**src/verilog/rfr_pkg.sv**
```systemverilog
// shared constants, types and presets of the receive framer
package rfr_pkg;
	// register indices; byte address is four times the index
	localparam logic [5:0] IDX_PROTO = 6'h01;
	localparam logic [5:0] IDX_NRW = 6'h07;
	localparam logic [5:0] IDX_RXW = 6'h08;
	localparam logic [5:0] IDX_STATUS = 6'h0c;
	localparam logic [5:0] IDX_COLH_MASK = 6'h0d;
	localparam logic [5:0] IDX_COLL = 6'h0e;
	localparam logic [5:0] IDX_FIFO_LVL = 6'h1c;
	localparam logic [5:0] IDX_FIFO_DATA = 6'h1f;
	// protocol register fields
	localparam int B_NO_CRC = 7;
	localparam int B_DIR = 6;
	localparam int B_NFC = 5;
	localparam int B_INIT = 4;
	localparam int B_ACT = 3;
	localparam int B_CE = 2;
	localparam logic [7:0] PROTO_RST = 8'h02;
	// status bits
	localparam int S_END = 7;
	localparam int S_SOF = 6;
	localparam int S_FHI = 5;
	localparam int S_CRC = 4;
	localparam int S_PAR = 3;
	localparam int S_FMT = 2;
	localparam int S_COL = 1;
	localparam int S_NRSP = 0;
	localparam logic [5:0] MASK_RST = 6'h00;
	// per-family presets of the two timers
	localparam logic [7:0] RXW_VIC = 8'h1f;
	localparam logic [7:0] RXW_A = 8'h0e;
	localparam logic [7:0] RXW_B = 8'h0e;
	localparam logic [7:0] RXW_OTH = 8'h08;
	localparam logic [7:0] NRW_VIC = 8'h15;
	localparam logic [7:0] NRW_A = 8'h0e;
	localparam logic [7:0] NRW_B = 8'h0e;
	localparam logic [7:0] NRW_OTH = 8'h10;
	// timing
	localparam int CLK_HZ = 10_000_000;
	localparam int CLK_NS = 100;
	localparam int RXW_STEP_NS = 9440;
	localparam int NRW_STEP_NS = 37760;
	localparam int RXW_STEP_CYC = (RXW_STEP_NS + CLK_NS - 1) / CLK_NS;
	localparam int NRW_STEP_CYC = NRW_STEP_NS / CLK_NS;
	localparam logic [9:0] HALF_106 = 10'(CLK_HZ / 212_000);
	localparam logic [9:0] HALF_212 = 10'(CLK_HZ / 424_000);
	localparam logic [9:0] HALF_424 = 10'(CLK_HZ / 848_000);
	localparam logic [9:0] HALF_848 = 10'(CLK_HZ / 1_696_000);
	localparam logic [9:0] HALF_VHI = 10'(CLK_HZ / 52_960);
	localparam logic [9:0] HALF_VLO = 10'(CLK_HZ / 13_240);
	localparam logic [15:0] CRC_POLY = 16'h1021;
	localparam logic [7:0] FIFO_HI_LVL = 8'd96;
	typedef enum logic [2:0] {
		ST_IDLE = 3'b000,
		ST_BLANK = 3'b001,
		ST_HUNT = 3'b010,
		ST_DATA = 3'b011
	} rfr_state_e;
	// captured address phase
	typedef struct packed {
		logic wr;
		logic rd;
		logic [5:0] idx;
	} rfr_aphase_s;
	// one byte leaving the framer
	typedef struct packed {
		logic valid;
		logic [7:0] data;
	} rfr_byte_s;
endpackage : rfr_pkg

```
**src/verilog/rfr_receive_framer.sv**
```systemverilog
// receive decoder, framer, fifo, timers and register slave
// Summary of operation
// - bit collision in reader type A sets flag and requests interrupt
// - collision position split over two registers
// - position counts from zero after start bit
// - decoders held in reset after transmit
// - protocol write presets receive wait time
// - no-response timer flags empty slot
// - protocol write presets no-response wait
// - decoder yields bits and clock, tolerating noise
// - framer builds bytes, drops frame delimiters
// - parity and crc checked, stripped, bytes queued
// - received start of frame sets flag
// - end of receive raises interrupt request
// - interrupt when fifo three quarters full
// - format, parity, crc errors flagged
// - status meaning depends on reader or nfc
// - protocol write selects mode, reloads presets
// - direct mode chooses raw or decoded output
// - mode bit picks reader or nfc
// - nfc bits pick emulation and rate, role and mode bits unused
// - nfc rate codes decoded, emulation always uses HALF_106
// - reader protocol codes decoded, default 00010
//
// The AHB-Lite slave port is this design's own decision.
`timescale 1ns/100ps
module rfr_receive_framer
#(
	parameter int RXW_STEP = rfr_pkg::RXW_STEP_CYC,
	parameter int NRW_STEP = rfr_pkg::NRW_STEP_CYC,
	parameter int FIFO_DEPTH = 128,
	parameter logic [15:0] CRC_INIT = 16'hffff
)
(
	// clock and reset
	input wire logic hclk,
	input wire logic hresetn,
	// ahb-lite slave
	input wire logic hsel,
	input wire logic [31:0] haddr,
	input wire logic [1:0] htrans,
	input wire logic hwrite,
	input wire logic [2:0] hsize,
	input wire logic [31:0] hwdata,
	input wire logic hready,
	output logic hreadyout,
	output logic hresp,
	output logic [31:0] hrdata,
	// receiver side
	input wire logic rx_sub,
	input wire logic tx_end,
	input wire logic slot_start,
	// host and direct mode
	output logic irq,
	output logic direct_data,
	output logic direct_clk
);
	import rfr_pkg::*;

	logic [7:0] proto, rxw, nrw, status;
	logic [5:0] mask;
	logic [9:0] col_pos;
	rfr_aphase_s aph;
	logic [7:0] fifo_cnt;
	logic [7:0] fifo_mem [FIFO_DEPTH];
	logic [6:0] wr_ptr, rd_ptr;
	logic [7:0] sets;
	logic rx_s1, rx_s2;
	logic [7:0] rxw_steps, nrw_steps;
	logic [8:0] rxw_pre, nrw_pre;
	logic sof_ev, nrsp_ev;
	rfr_byte_s push;

	// decoded protocol fields
	logic nfc_mode, type_a, crc_en;
	logic [9:0] half_len;
	assign nfc_mode = proto[B_NFC];
	// parity framing for reader type A and type A emulation
	assign type_a = nfc_mode ? (proto[B_CE] && proto[1:0] == 2'b00) : (proto[4:2] == 3'b010);
	assign crc_en = !proto[B_NO_CRC];

	// half-bit length in clocks from the selected rate
	always_comb
	begin
		half_len = HALF_106;
		if (nfc_mode && !proto[B_CE])
		begin
			case (proto[1:0])
				2'b10: half_len = HALF_212;
				2'b11: half_len = HALF_424;
				default: half_len = HALF_106;
			endcase
		end
		else if (!nfc_mode && proto[4:3] == 2'b00)
			half_len = proto[1] ? HALF_VHI : HALF_VLO;
		else if (!nfc_mode && proto[4:3] == 2'b01)
		begin
			case (proto[1:0])
				2'b01: half_len = HALF_212;
				2'b10: half_len = HALF_424;
				2'b11: half_len = HALF_848;
				default: half_len = HALF_106;
			endcase
		end
	end

	// preset of rx wait and no-response wait per protocol family
	function automatic logic [15:0] preset(input logic [7:0] p);
		if (!p[B_NFC] && p[4:3] == 2'b00)
			return {RXW_VIC, NRW_VIC};
		else if (!p[B_NFC] && p[4:2] == 3'b010)
			return {RXW_A, NRW_A};
		else if (!p[B_NFC] && p[4:2] == 3'b011)
			return {RXW_B, NRW_B};
		return {RXW_OTH, NRW_OTH};
	endfunction : preset

	// bus and register group
	rfr_aphase_s next_aph;
	logic [7:0] next_proto, next_rxw, next_nrw, next_status, view, next_view;
	logic [5:0] next_mask;
	logic [31:0] next_hrdata;
	logic take, pop;
	assign take = hsel && hready && htrans[1];
	assign hreadyout = 1'b1; // zero wait states
	assign hresp = 1'b0;
	// nfc view hides reader-only collision and slot flags
	assign view = nfc_mode ? {status[7:2], 2'b00} : status;
	// the request pin follows the same view, so hidden reader flags never raise it in nfc mode
	assign next_view = next_proto[B_NFC] ? {next_status[7:2], 2'b00} : next_status;
	always_comb
	begin
		next_aph.wr = take && hwrite;
		next_aph.rd = take && !hwrite;
		next_aph.idx = haddr[7:2];
		next_proto = proto;
		next_rxw = rxw;
		next_nrw = nrw;
		next_mask = mask;
		next_hrdata = 32'h0;
		pop = 1'b0;
		next_status = status | sets;
		// reads answer from the address phase so hrdata is a flop
		if (next_aph.rd)
		begin
			if (next_aph.idx == IDX_PROTO)
				next_hrdata = {24'h0, proto};
			else if (next_aph.idx == IDX_NRW)
				next_hrdata = {24'h0, nrw};
			else if (next_aph.idx == IDX_RXW)
				next_hrdata = {24'h0, rxw};
			else if (next_aph.idx == IDX_STATUS)
			begin
				next_hrdata = {24'h0, view};
				next_status = sets; // clear on read, set wins
			end
			else if (next_aph.idx == IDX_COLH_MASK)
				next_hrdata = {24'h0, col_pos[9:8], mask};
			else if (next_aph.idx == IDX_COLL)
				next_hrdata = {24'h0, col_pos[7:0]};
			else if (next_aph.idx == IDX_FIFO_LVL)
				next_hrdata = {24'h0, fifo_cnt};
			else if (next_aph.idx == IDX_FIFO_DATA)
			begin
				next_hrdata = {24'h0, fifo_mem[rd_ptr]};
				pop = fifo_cnt != 8'h0;
			end
		end
		// writes commit in the data phase
		if (aph.wr)
		begin
			if (aph.idx == IDX_PROTO)
			begin
				next_proto = hwdata[7:0];
				{next_rxw, next_nrw} = preset(hwdata[7:0]);
			end
			else if (aph.idx == IDX_NRW)
				next_nrw = hwdata[7:0];
			else if (aph.idx == IDX_RXW)
				next_rxw = hwdata[7:0];
			else if (aph.idx == IDX_COLH_MASK)
				next_mask = hwdata[5:0];
		end
	end
	always_ff @(posedge hclk or negedge hresetn)
	begin
		if (!hresetn)
		begin
			aph <= '0;
			proto <= PROTO_RST;
			rxw <= RXW_VIC;
			nrw <= NRW_VIC;
			mask <= MASK_RST;
			status <= 8'h0;
			hrdata <= 32'h0;
			irq <= 1'b0;
		end
		else
		begin
			aph <= next_aph;
			proto <= next_proto;
			rxw <= next_rxw;
			nrw <= next_nrw;
			mask <= next_mask;
			status <= next_status;
			hrdata <= next_hrdata;
			// masked sticky flags drive the request pin
			irq <= |(next_view & ~{2'b00, next_mask});
		end
	end

	// timer group: blanking after transmit and empty-slot detection
	logic [7:0] next_rxw_steps, next_nrw_steps;
	logic [8:0] next_rxw_pre, next_nrw_pre;
	logic blanking;
	assign blanking = rxw_steps != 8'h0;
	always_comb
	begin
		next_rxw_steps = rxw_steps;
		next_rxw_pre = rxw_pre - 9'd1;
		next_nrw_steps = nrw_steps;
		next_nrw_pre = nrw_pre - 9'd1;
		nrsp_ev = 1'b0;
		if (tx_end)
		begin
			next_rxw_steps = rxw;
			next_rxw_pre = 9'(RXW_STEP - 1);
		end
		else if (blanking && rxw_pre == 9'h0)
		begin
			next_rxw_steps = rxw_steps - 8'd1;
			next_rxw_pre = 9'(RXW_STEP - 1);
		end
		if (slot_start)
		begin
			next_nrw_steps = nrw;
			next_nrw_pre = 9'(NRW_STEP - 1);
		end
		else if (sof_ev)
			next_nrw_steps = 8'h0; // a response began in time
		else if (nrw_steps != 8'h0 && nrw_pre == 9'h0)
		begin
			next_nrw_steps = nrw_steps - 8'd1;
			next_nrw_pre = 9'(NRW_STEP - 1);
			nrsp_ev = nrw_steps == 8'd1;
		end
	end
	always_ff @(posedge hclk or negedge hresetn)
	begin
		if (!hresetn)
		begin
			rxw_steps <= 8'h0;
			rxw_pre <= 9'h0;
			nrw_steps <= 8'h0;
			nrw_pre <= 9'h0;
		end
		else
		begin
			rxw_steps <= next_rxw_steps;
			rxw_pre <= next_rxw_pre;
			nrw_steps <= next_nrw_steps;
			nrw_pre <= next_nrw_pre;
		end
	end

	// decoder and framer group
	rfr_state_e state, next_state;
	logic [9:0] hcnt, next_hcnt, hi_cnt, next_hi_cnt, bit_idx, next_bit_idx, next_col_pos;
	logic h1, next_h1, second, next_second, start_bit, next_start_bit;
	logic [3:0] bcnt, next_bcnt;
	logic [7:0] sr, next_sr, hold0, next_hold0, hold1, next_hold1;
	logic [1:0] held, next_held;
	logic [15:0] crc, next_crc;
	logic dbit, dclk, next_dbit, next_dclk, half_val, dval;
	// majority over the half period rides out short glitches
	assign half_val = hi_cnt > (half_len >> 1);
	always_comb
	begin
		next_state = state;
		next_hcnt = hcnt + 10'd1;
		next_hi_cnt = hi_cnt + {9'h0, rx_s2};
		next_h1 = h1;
		next_second = second;
		next_start_bit = start_bit;
		next_bcnt = bcnt;
		next_sr = sr;
		next_hold0 = hold0;
		next_hold1 = hold1;
		next_held = held;
		next_crc = crc;
		next_bit_idx = bit_idx;
		next_col_pos = col_pos;
		next_dbit = dbit;
		next_dclk = 1'b0;
		sets = {7'h0, nrsp_ev};
		sof_ev = 1'b0;
		push = '0;
		dval = h1 || !half_val;
		case (state)
			ST_IDLE:
				next_state = blanking ? ST_BLANK : ST_HUNT;
			ST_BLANK:
				if (!blanking)
					next_state = ST_HUNT;
			ST_HUNT:
			begin
				next_hcnt = 10'd1;
				next_hi_cnt = {9'h0, rx_s2};
				next_second = 1'b0;
				next_start_bit = 1'b1;
				next_bcnt = 4'h0;
				next_held = 2'b00;
				next_crc = CRC_INIT;
				next_bit_idx = 10'h0;
				if (rx_s2)
					next_state = ST_DATA; // first half of start bit
			end
			ST_DATA:
			begin
				if (hcnt == half_len)
				begin
					// this edge's sample opens the next half, so a half spans exactly half_len clocks
					next_hcnt = 10'd1;
					next_hi_cnt = {9'h0, rx_s2};
					next_second = !second;
					next_h1 = half_val;
					if (second && !h1 && !half_val)
					begin
						// two silent halves close the frame
						next_state = ST_HUNT;
						sets[S_END] = 1'b1;
						if (bcnt != 4'h0)
							sets[S_FMT] = 1'b1;
						if (crc_en && (crc != 16'h0 || held != 2'b10))
							sets[S_CRC] = 1'b1;
					end
					else if (second && start_bit)
					begin
						next_start_bit = 1'b0; // delimiter never reaches the bytes
						sof_ev = 1'b1;
						sets[S_SOF] = 1'b1;
					end
					else if (second)
					begin
						next_dbit = dval;
						next_dclk = 1'b1;
						if (h1 && half_val && type_a)
						begin
							sets[S_COL] = 1'b1;
							next_col_pos = bit_idx;
						end
						if (bcnt == 4'd8)
						begin
							// odd parity bit is checked and dropped
							next_bcnt = 4'h0;
							if (!(^sr ^ dval))
								sets[S_PAR] = 1'b1;
						end
						else
						begin
							next_sr = {dval, sr[7:1]};
							next_bit_idx = bit_idx + 10'd1;
							next_crc = {crc[14:0], 1'b0} ^ ((crc[15] ^ dval) ? CRC_POLY : 16'h0);
							next_bcnt = bcnt + 4'd1;
							if (bcnt == 4'd7)
							begin
								next_bcnt = type_a ? 4'd8 : 4'd0;
								// last two bytes wait so crc never enters the fifo
								if (!crc_en)
									push = '{valid: 1'b1, data: {dval, sr[7:1]}};
								else
								begin
									next_hold0 = {dval, sr[7:1]};
									next_hold1 = hold0;
									next_held = held == 2'b00 ? 2'b01 : 2'b10;
									push = '{valid: held == 2'b10, data: hold1};
								end
							end
						end
					end
				end
			end
			default:
				next_state = ST_IDLE;
		endcase
		if (fifo_cnt == FIFO_HI_LVL - 8'd1 && push.valid && !pop)
			sets[S_FHI] = 1'b1;
		if (push.valid && fifo_cnt == 8'(FIFO_DEPTH) && !pop)
			sets[S_FMT] = 1'b1; // overflow drops the byte
		if (blanking)
			next_state = ST_BLANK;
	end
	always_ff @(posedge hclk or negedge hresetn)
	begin
		if (!hresetn)
		begin
			state <= ST_IDLE;
			hcnt <= 10'h0;
			hi_cnt <= 10'h0;
			h1 <= 1'b0;
			second <= 1'b0;
			start_bit <= 1'b0;
			bcnt <= 4'h0;
			sr <= 8'h0;
			hold0 <= 8'h0;
			hold1 <= 8'h0;
			held <= 2'b00;
			crc <= 16'h0;
			bit_idx <= 10'h0;
			col_pos <= 10'h0;
			dbit <= 1'b0;
			dclk <= 1'b0;
		end
		else
		begin
			state <= next_state;
			hcnt <= next_hcnt;
			hi_cnt <= next_hi_cnt;
			h1 <= next_h1;
			second <= next_second;
			start_bit <= next_start_bit;
			bcnt <= next_bcnt;
			sr <= next_sr;
			hold0 <= next_hold0;
			hold1 <= next_hold1;
			held <= next_held;
			crc <= next_crc;
			bit_idx <= next_bit_idx;
			col_pos <= next_col_pos;
			dbit <= next_dbit;
			dclk <= next_dclk;
		end
	end

	// input synchroniser, fifo and direct-mode output
	logic [7:0] next_fifo_cnt;
	logic do_push;
	assign do_push = push.valid && (fifo_cnt != 8'(FIFO_DEPTH) || pop);
	assign next_fifo_cnt = fifo_cnt + {7'h0, do_push} - {7'h0, pop};
	always_ff @(posedge hclk or negedge hresetn)
	begin
		if (!hresetn)
		begin
			rx_s1 <= 1'b0;
			rx_s2 <= 1'b0;
			wr_ptr <= 7'h0;
			rd_ptr <= 7'h0;
			fifo_cnt <= 8'h0;
			direct_data <= 1'b0;
			direct_clk <= 1'b0;
		end
		else
		begin
			rx_s1 <= rx_sub;
			rx_s2 <= rx_s1;
			wr_ptr <= wr_ptr + {6'h0, do_push};
			rd_ptr <= rd_ptr + {6'h0, pop};
			fifo_cnt <= next_fifo_cnt;
			direct_data <= proto[B_DIR] ? dbit : rx_s2;
			direct_clk <= proto[B_DIR] ? dclk : 1'b0;
		end
	end
	// storage carries no reset
	always_ff @(posedge hclk)
	begin
		if (do_push)
			fifo_mem[wr_ptr] <= push.data;
	end

	// checks
	a_blank_holds_dec: assert property (@(posedge hclk) disable iff (!hresetn)
		blanking |=> state == ST_BLANK) else $error("decoder active while blanking");
	a_proto_presets: assert property (@(posedge hclk) disable iff (!hresetn)
		aph.wr && aph.idx == IDX_PROTO |=> {rxw, nrw} == preset(proto)) else $error("presets not loaded");
	a_col_flag_set: assert property (@(posedge hclk) disable iff (!hresetn)
		sets[S_COL] |=> status[S_COL] && col_pos == $past(bit_idx)) else $error("collision not recorded");
	a_nrsp_flag_set: assert property (@(posedge hclk) disable iff (!hresetn)
		nrsp_ev && !sof_ev |=> status[S_NRSP] ##1 1) else $error("slot flag missing");
	a_sof_stops_slot: assert property (@(posedge hclk) disable iff (!hresetn)
		sof_ev && !slot_start |=> nrw_steps == 8'h0 && status[S_SOF]) else $error("sof not handled");
	a_irq_follows: assert property (@(posedge hclk) disable iff (!hresetn)
		irq == |(view & ~{2'b00, mask})) else $error("irq mismatch");
	a_fifo_hi_lvl: assert property (@(posedge hclk) disable iff (!hresetn)
		fifo_cnt == FIFO_HI_LVL && $past(fifo_cnt) == FIFO_HI_LVL - 8'd1 |-> status[S_FHI]) else $error("no hi flag");
	a_fifo_bound: assert property (@(posedge hclk) disable iff (!hresetn)
		fifo_cnt <= 8'(FIFO_DEPTH)) else $error("fifo count overrun");
	a_dir_raw: assert property (@(posedge hclk) disable iff (!hresetn)
		!proto[B_DIR] && $stable(proto) |=> direct_data == $past(rx_s2)) else $error("raw output wrong");
	c_frame_end: cover property (@(posedge hclk) disable iff (!hresetn) sets[S_END] && !sets[S_CRC]);
	c_collision: cover property (@(posedge hclk) disable iff (!hresetn) sets[S_COL]);
	c_no_resp: cover property (@(posedge hclk) disable iff (!hresetn) nrsp_ev);
	c_fifo_pop: cover property (@(posedge hclk) disable iff (!hresetn) pop ##1 pop);
endmodule : rfr_receive_framer

```
**config.mk**
```make
export PLATFORM = sky130hd
export DESIGN_NAME = rfr_receive_framer
export DESIGN_NICKNAME = d
export VERILOG_FILES = /design/src/verilog/rfr_pkg.sv /design/src/verilog/rfr_receive_framer.sv
export SDC_FILE = /design/constraint.sdc
export NUM_CORES = 1
export LEC_CHECK = 0
export BUFFER_PORTS_ARGS = -buffer_cell sky130_fd_sc_hd__buf_2
export CAP_MARGIN = 15
export CORE_MARGIN = 2
export CORE_UTILIZATION = 55
export CTS_BUF_LIST = sky130_fd_sc_hd__clkbuf_4
export DETAILED_ROUTE_END_ITERATION = 12
export GPL_TIMING_DRIVEN = 0
export PLACE_DENSITY_LB_ADDON = 0.05
export SETUP_SLACK_MARGIN = 0.05
export SYNTH_ARGS = -nofsm -noshare
export SYNTH_HDL_FRONTEND = slang
export SYNTH_SLANG_ARGS = --single-unit
```
**constraint.sdc**
```tcl
create_clock -name hclk -period 14.5 [get_ports hclk]
set_input_delay 2.175 -clock hclk [delete_from_list [all_inputs] [get_ports hclk]]
set_output_delay 2.175 -clock hclk [all_outputs]
set_load 0.05 [all_outputs]
```
* Word level (Yosys, flattened, before mapping)
Memory sizes are Yosys's and may differ from the RTL's.
Cells that the tools add are included.
** Storage, ports and cells
- Flip-flop bits (word level) :: 232
- Latch bits :: 0
- RAM bits :: 1024
- Memory bits (read-only) :: 0
- Bits of input ports :: 77
- Logic and storage cells :: 326
- Memories kept :: 1
** Memory list
- fifo_mem :: depth 128, bits a word 8, read ports 1, clocked after memory_dff 0, wr ports 1, line rfr_receive_framer.sv:65 : logic [7:0] fifo_mem [FIFO_DEPTH];
** Operators by class
- $add $sub $neg :: 12
- $mul :: 0
- Divide/modulo/power cells :: 0
- $lt $le $gt $ge :: 1
- Equality and inequality tests :: 43
- Shift-type cells :: 0
- Muxes and demuxes :: 152
- Bitwise gates (word level) :: 10
- Reduce and logical (&&, ||, !) cells :: 70
** Operator list (count)
- 2-to-1 mux 8 bit :: 24
- 2-to-1 mux 16 bit :: 9
- 2-to-1 mux 9 bit :: 13
- 2-to-1 mux 10 bit :: 10
- one-hot mux 10 bit (2 select lines) :: 3
- 2-to-1 mux 1 bit :: 51
- 2-to-1 mux 6 bit :: 8
- == test 6 x 4 -> 1 bit, second input constant :: 6
- 2-to-1 mux 4 bit :: 9
- one-hot mux 16 bit (2 select lines) :: 1
- logical AND 1 bit :: 24
- 2-to-1 mux 2 bit :: 12
- nonzero test 8 bit :: 3
- adder 10 x 1 -> 10 bit, second input constant :: 2
- != test 2 bit, second input constant :: 10
- logical NOT 9 bit :: 2
- one-hot mux 6 bit (3 select lines) :: 1
- AND reduction 6 bit :: 3
- subtractor 9 x 1 -> 9 bit, second input constant :: 2
- AND reduction 8 bit :: 2
- nonzero test 16 bit :: 1
- subtractor 8 x 1 -> 8 bit, second input constant :: 2
- bitwise XOR 16 x 13 -> 16 bit :: 1
- == test 3 x 2 -> 1 bit, second input constant :: 5
- 46 further kinds :: 84

* Depth between registers and ports, before layout
Gate-level depths: netlist of the first run.
- Depth in word-level cells :: 28
- Mapped depth :: 23

* Worst setup path before layout of the first run
OpenSTA, ideal clock, no wires.
- Path type :: register to register
- From :: register proto[1]
- To :: memory fifo_mem[0][1] (data pin)
- Arrival :: 5.547 ns
- Required time :: 13.702 ns
- Setup slack :: 8.155 ns
- Cell stages (with the launch flop) :: 12
- Path buffers :: 1
- Clock period less this slack :: 6.345 ns
- Cells stage by stage :: dfstp_2 buf_2 nor2_2 o21a_1 or2_1 ha_1 nand4_1 nor2_1 mux2_2 o21ai_1 nand4_2 nor2_1
** RTL lines
- start, declared :: line rfr_receive_framer.sv:60 : logic [7:0] proto, rxw, nrw, status;
- start signal, assigned :: line rfr_receive_framer.sv:201 : proto <= next_proto;
- end, declared :: line rfr_receive_framer.sv:65

* Worst setup path after layout of the first run
- From :: input haddr[7]
- To :: memory fifo_mem[97][4], enable pin
** On the way
- Word-level cells in the longest chain between the ends :: 14
- Elaborated cells between the ends (all ways) :: 21
- Those cells by class :: 8 x eq/ne; 11 x mux; 2 x reduce/logical
** Ends and longest elaborated chain
- start, declared :: line rfr_receive_framer.sv:40 : input wire logic [31:0] haddr,
- == test 6 x 5 -> 1 bit :: line rfr_receive_framer.sv:163 : else if (next_aph.idx == IDX_FIFO_DATA)
- 2-to-1 mux 1 bit :: line rfr_receive_framer.sv:163
- 2-to-1 mux 1 bit :: line rfr_receive_framer.sv:161 : else if (next_aph.idx == IDX_FIFO_LVL)
- 2-to-1 mux 1 bit :: line rfr_receive_framer.sv:159 : else if (next_aph.idx == IDX_COLL)
- 2-to-1 mux 1 bit :: line rfr_receive_framer.sv:157 : else if (next_aph.idx == IDX_COLH_MASK)
- 2-to-1 mux 1 bit :: line rfr_receive_framer.sv:152 : else if (next_aph.idx == IDX_STATUS)
- 2-to-1 mux 1 bit :: line rfr_receive_framer.sv:150 : else if (next_aph.idx == IDX_RXW)
- 2-to-1 mux 1 bit :: line rfr_receive_framer.sv:148 : else if (next_aph.idx == IDX_NRW)
- 2-to-1 mux 1 bit (*) :: line rfr_receive_framer.sv:146 : if (next_aph.idx == IDX_PROTO)
- 2-to-1 mux 1 bit (*) :: line rfr_receive_framer.sv:144 : if (next_aph.rd)
- logical OR 1 bit (*) :: line rfr_receive_framer.sv:438 : assign do_push = push.valid && (fifo_cnt != 8'(FIFO_DEPTH) || pop);
- logical AND 1 bit (*) :: line rfr_receive_framer.sv:438
- 2-to-1 mux 1 bit (*) :: line rfr_receive_framer.sv:466 : if (do_push)
- 2-to-1 mux 1 bit (implied by the code) (*) :: line rfr_receive_framer.sv:467 : fifo_mem[wr_ptr] <= push.data;
Every way passes the cells marked *; elsewhere a longest branch is shown, timed or not.

==> results.ini, run 1 <==
[sta]
tightest_slew_ns = 1.29
fmax_ghz = 0.184
fin_crit_sh_pct = 37.6
report.final.slew_viol_count = 0
final.setup_skew_ns = 0.123
setup_tns_ns = 0
finalSetupViolCount = 0
slew_headroom_pct = 14.2
rsz0062_at_grt = false
hold_violations = 0
post-route-min-period_ns = 5.45

[synth]
syn_inst = 3147
ys_seq_area_share_pct = 70.5
synth_edf_count = 1024
yosys.cell_types.count = 95
ys_async_sr_fraction_pct = 16.8
syn_area_um2 = 51000
synth.avg_cell_area_um2 = 16.2
yosys_most_used_dff = edfxtp_1
yosys_warnings = 0
ys_ff_latch = 1231

[floorplan]
core_region_area_um2 = 91800
die_height_um = 309
dieArea_um2 = 95200
chipWidth_um = 309
initial_core_util_pct = 55.6
ios = 114
row_count = 111

[critical_path]
crit_chain = buf_2 -> and4b_1 -> and3_1 -> clkbuf_1 -> nand3_1 -> o211ai_1 -> nand2b_1 -> nor3_2 -> nand2_1 -> buf_2 -> nor2_1
crit_start = haddr[7]
rrSetupSlack_ns = 9.22
rr_startpoint = proto[1]$_DFFE_PN1P_
crit_path_start_kind = input port
reg2reg_depth = 14
cpMaxStageDelayCell = nor2_1
arrival_ns = 6.20
crit_required_ns = 15.25
critical_path_buf_inv_count = 3
critPathKind = in -> reg
cp.depth = 11
critPathMaxStageDelay_ns = 0.73
crit_family = simple AND/OR/NAND/NOR gates
path_max_fanout = 10
cpMostUsedCell = buf_2
end_kind = register

[route]
drc = 0
num_vias = 31467
vias_per_cell = 6.25
ant_nets = 0
wl_met3_um = 13600
wl_met2_um = 72600
drt_iter0_markers = 3444
wl_per_cell_um = 29.6
dr.pass1.iters = 6
maxUsedRoutingLayer = met4
wl_um = 149000
routedLengthMet1_um = 56100

[clock_tree]
clockBufferDepth = 4
root_buffer = clkbuf_4
tritoncts = done
clk_latency_ns = 1.21
post_cts_resized = 0
clkTransAtPathRegs_ns = 0.06
numCtsBuffers = 331
holdBufCountCts = 0
postCtsSetupBuffers = 0
cts-htree-levels = 5
numClockSinks = 1231

[placed_design]
gp_congestion = 0.982
hpwl_um = 103000
port_buffers = 31
placed_cells = 4476

[pwr]
irDropWorstVdd_mv = 0.0898
cellLeakagePower_nw = 22.1
power.total_mw = 7.11
cellPowerDensity_nw_per_um2 = 124

[finish]
fin_util_pct = 62.7
drive_gt1_share_pct = 25.3
layout.nets = 3682
syn_to_final_growth_pct = 12.8
layoutNonFillerInstCount = 5032

[grt]
grt_first_pass_wirelength_um = 212000
antenna_found_initial = 7
overflow = 0
gr-usage-all-layers_pct = 31.6
grt_max_degree = 125
grt_pass1_vias = 31347

[run]
maxCapViolCount = 0

[worst_hold_path]
min_path_cells = 0
holdCritPathClass = reg -> reg
min_from = rx_s1$_DFF_PN0_

[status]
outcome = finished clean

-- kinds of logic (layout without fill, tap and decap cells) --
| logic type | Yosys count | count (layout) | synth area share [%] |
|---|---|---|---|
| buffers and inverters | 237 | 844 | 2.29 |
| muxes | 429 | 429 | 12.7 |
| AOI/OAI and AO/OA | 500 | 500 | 6.40 |
| and+or+nand+nor | 638 | 638 | 5.93 |
| adders and majority gates | 38 | 38 | 0.947 |
| xor gates and xnor gates | 72 | 72 | 1.24 |
| DFF | 1231 | 1231 | 70.5 |
| other | 2 | 37 | 0.0147 |
-- layer usage --
| layer | GRT usage [%] | vias to the layer above |
|---|---|---|
| met1 | 40.5 | 15992 |
| met3 | 7.34 | 357 |
| met2 | 51.7 | 1771 |
| met4 | 14.6 | 0 |
| li1 | - | 13347 |
| met5 | 0 | - |
-- final timing paths --
kind / endpoint
worst max-delay path: fifo_mem[97][4]$_DFFE_PP_
worst min-delay path: rx_s2$_DFF_PN0_
worst max register to register: fifo_mem[97][4]$_DFFE_PP_
worst min register to register: rx_s2$_DFF_PN0_
max in group asynchronous: crc[2]$_DFFE_PN0P_
min in group asynchronous: rxw[6]$_DFFE_PN0P_
-- cell type report --
cell class | count | area, um2
Sequential cell | 1231 | 35900
Fill cell | 6899 | 34300
Multi-Input combinational cell | 1703 | 14100
Clock buffer | 479 | 3600
Tap cell | 1243 | 1560
Buffer | 180 | 956
Timing Repair Buffer | 63 | 793
Clock inverter | 65 | 395
Inverter | 57 | 214
Antenna cell | 11 | 27.5
-- sequential cells by signal, indices dropped and copies added (netlist names), 9 cells and up --
signal	flops
fifo_mem	1024
crc	16
bit_idx	10
col_pos	10
nrw_pre	9
hi_cnt	10
rxw_pre	9
hcnt	10
-- where the power goes --
| part | internal, mW | switching, mW | total (mW) |
|---|---|---|---|
| sequential | 3.82 | 0.0359 | 3.85 |
| combinational | 0.113 | 0.176 | 0.289 |
| clock | 1.59 | 1.38 | 2.97 |
| total | 5.52 | 1.59 | 7.11 |
-- worst register-to-register path, stage by stage, from the launching register on --
cell and delay (ns):
dfstp_2 0.55, buf_2 0.26, nor2_2 0.07, o21a_1 0.19, or2_1 0.27, ha_1 0.30, nand4_1 0.12, nor2_1 0.06
mux2_2 0.30, o21ai_1 0.44, nand4_4 0.32, nor3_2 0.37, nand2_1 0.43, buf_2 0.49, nor2_1 0.74
-- metrics by stage --
stage               area, um2  setup WS [ns]  hold WS [ns]
finish                  57500           9.05         0.367
global route            57500           8.86         0.380
CTS                     57500           9.22         0.369
detailed placement      53500           7.99         0.346
global placement        52800           3.34         0.348
floorplan               51100           8.16         0.331
-- synth_stat cells, types with 16 or more instances --
master,count,area (um2)
a211oi_1,18,135
a21oi_1,145,726
a22oi_1,16,120
and3_1,16,100
buf_2,32,160
buf_4,58,435
clkbuf_1,75,282
dfrtp_1,198,4950
edfxtp_1,1024,30700
ha_1,37,463
inv_1,54,203
mux2_2,88,991
mux2i_1,166,1660
mux4_2,166,3740
nand2_1,149,559
nand3_1,44,220
nor2_1,270,1010
nor2b_1,25,156
nor4_1,18,113
o21ai_0,95,475
o221ai_1,59,517
o22ai_1,59,369
o31ai_1,16,120
or3_1,18,113
xnor2_1,37,324
xor2_1,35,307
-- cell usage in the layout, fill, tap and decap left out, drive strengths merged, types with 58 or more instances in the layout --
master and count:
clkbuf 554, nand2 149, o21ai 99, buf 168
o221ai 59, nor2 274, a21oi 146, inv 58
edfxtp 1024, dfrtp 198, mux2i 166, o22ai 59
mux4 166, clkinv 58, mux2 97
No activity file was read; power rests on OpenSTA's default activity.
==> inputs of run 2 (changes only) <==
clock period = 5 ns   (was 14.5 ns; I/O delays follow)
==> run 2 against run 1 <==
  * Wire length is 3.2% higher
  * Sequential power grew to 2.9 times the previous value
  * Clock power grew to 2.9 times the previous value
  * First-iteration DRC count is 14% higher
==> results.ini, run 2 (synthesized netlist as in run 1, its figures left out) <==
[placed_design]
port_buffers = 31  ; unchanged
hpwl_um = 104000  ; +0.84%
gp_congestion = 0.983  ; about the same

[critical_path]
crit_path_end = hrdata[7]$_DFF_PN0_
crit_required_ns = 6.08  ; -9.17 ns
reg2reg_depth = 11  ; -3
crit_start = rd_ptr[2]$_DFF_PN0_
critPathKind = reg -> reg
crit_family = buffers and inverters
arrival_ns = 5.85  ; -0.35 ns
end_kind = register
rr_startpoint = rd_ptr[2]$_DFF_PN0_
critical_path_buf_inv_count = 5  ; +2
crit_path_start_kind = register
critPathMaxStageDelay_ns = 0.96  ; +0.23 ns
crit_chain = clkbuf_1 -> clkinv_1 -> buf_2 -> clkdlybuf4s15_1 -> clkbuf_1 -> a21oi_1 -> nor3_1 -> nor2_1 -> nor4_2 -> nor2_1 -> a21oi_1
rrSetupSlack_ns = 0.23  ; -8.99 ns
path_max_fanout = 10  ; unchanged
cp.depth = 11  ; unchanged
cpMaxStageDelayCell = clkdlybuf4s15_1
r2r-end = hrdata[7]$_DFF_PN0_

[run]
maxCapViolCount = 0  ; unchanged

[route]
num_vias = 31728  ; +0.83%
vias_per_cell = 6.26  ; about the same
drt_iter0_markers = 3926  ; +14%
wl_um = 154000  ; +3.2%
wl_met2_um = 73900  ; +1.8%
dr.pass1.iters = 6  ; unchanged
maxUsedRoutingLayer = met4
ant_nets = 0  ; unchanged
wl_per_cell_um = 30.3  ; +2.4%
drc = 0  ; unchanged
wl_met3_um = 14400  ; +5.8%
routedLengthMet1_um = 58600  ; +4.3%

[floorplan]
dieArea_um2 = 95200  ; unchanged
core_region_area_um2 = 91800  ; unchanged
row_count = 111  ; unchanged
ios = 114  ; unchanged
die_height_um = 309  ; unchanged
initial_core_util_pct = 55.6  ; unchanged
chipWidth_um = 309  ; unchanged

[grt]
gr-usage-all-layers_pct = 32.6  ; +1.0 points
grt_first_pass_wirelength_um = 218000  ; +2.8%
antenna_found_initial = 3  ; -4
overflow = 0  ; unchanged
grt_max_degree = 126  ; +0.80%
grt_pass1_vias = 31606  ; +0.83%

[sta]
tightest_slew_ns = 1.30  ; +0.0132 ns
slew_headroom_pct = 13.3  ; -0.88 points
setup_tns_ns = 0  ; unchanged
post-route-min-period_ns = 4.77
final.setup_skew_ns = 0.105  ; -0.0179 ns
rsz0062_at_grt = false
hold_violations = 0  ; unchanged
report.final.slew_viol_count = 0  ; unchanged
fin_crit_sh_pct = 95.5
fin_hold_ws_ns = 0.0697  ; -0.297 ns
finalSetupViolCount = 0  ; unchanged
fmax_ghz = 0.209

[worst_hold_path]
min_from = hwdata[5]
holdCritPathClass = in -> reg

[finish]
drive_gt1_share_pct = 27.4  ; +2.2 points
largest_reg_flops = 1024  ; unchanged
top_register = fifo_mem
syn_to_final_growth_pct = 14.2
layout.nets = 3708  ; +0.71%
largestRegisters = fifo_mem x1024, crc x16
layout_commonest_cell = edfxtp_1
layout_common_cells = 1024 x edfxtp_1, 486 x clkbuf_4, 199 x nor2_1

[clock_tree]
tritoncts = done
clkTransAtPathRegs_ns = 0.07  ; about the same
numCtsBuffers = 332  ; +0.30%
clk_latency_ns = 1.24  ; +0.03 ns
root_buffer = clkbuf_4
clockBufferDepth = 4  ; unchanged
numClockSinks = 1231  ; unchanged
cts-htree-levels = 5  ; unchanged

[pwr]
cellLeakagePower_nw = 22.3  ; +1.0%
cellPowerDensity_nw_per_um2 = 356  ; +190%
irDropWorstVdd_mv = 0.246  ; +170%

[status]
outcome = finished clean

## run 2: worst min path at each step
stage / end / depth (start not counted)
floorplan: rx_s2$_DFF_PN0_ / 0
global placement: rx_s2$_DFF_PN0_ / 0
detailed placement: rx_s2$_DFF_PN0_ / 0
CTS: nrw[5]$_DFFE_PN0P_ / 3
global route: nrw[5]$_DFFE_PN0P_ / 3
finish: nrw[5]$_DFFE_PN0P_ / 3
## run 2: layout make-up
type / instances / area [um2]
flip-flops and latches: 1231 / 35900
fillers: 6804 / 33600
multi-input cells: 1705 / 14500
clock buffers: 485 / 3640
well taps: 1243 / 1560
plain buffers: 180 / 976
repair buffers: 86 / 973
clock inverters: 77 / 413
inverters: 57 / 214
diodes: 8 / 20.0
## run 2: power by group
group,internal [mW],leakage (nW),switching (mW)
registers,11.1,14.6,0.106
clock network,4.63,2.45,4.08
logic,0.342,5.35,0.520
total,16.0,22.3,4.71
## run 2: timing repair
action                     4_1_cts  5_1_grt
pin swaps                        1        3
setup buffers                    0        5
cloned                           2        0
hold endpoints to repair       122        0
setup endpoints to repair     1090      221
resized for setup              122        7
hold buffers                    19        0
## run 2: per-stage QoR
step / power, mW / util (%) / cell area, um2 / std cells / worst slack [ns]
floorplan: 12.0 / - / 51100 / 3171 / -0.157
global placement: 12.2 / 57.6 / 52800 / 4445 / -3.24
detailed placement: 12.2 / 58.2 / 53500 / 4475 / -0.801
CTS: 20.8 / 63.3 / 58200 / 5058 / 0.0877
global route: 21.5 / 63.4 / 58200 / 5071 / 0.0694
finish: 20.7 / 63.5 / 58200 / 5072 / 0.226
## run 2: worst register-to-register path, stage by stage (launching register included)
cell             delay (ns)
dfrtp_1                0.36
clkbuf_1               0.32
clkinv_1               0.33
buf_2                  0.60
clkdlybuf4s15_1        0.97
clkbuf_1               0.73
a21oi_1                0.19
nor3_1                 0.20
nor2_1                 0.10
nor4_2                 0.57
nor2_1                 0.08
a21oi_1                0.22
## run 2: metal layers
metal	track usage, %	up-vias
met5	0	-
li1	-	13384
met4	15.4	0
met3	7.53	352
met2	52.2	1741
met1	42.7	16251
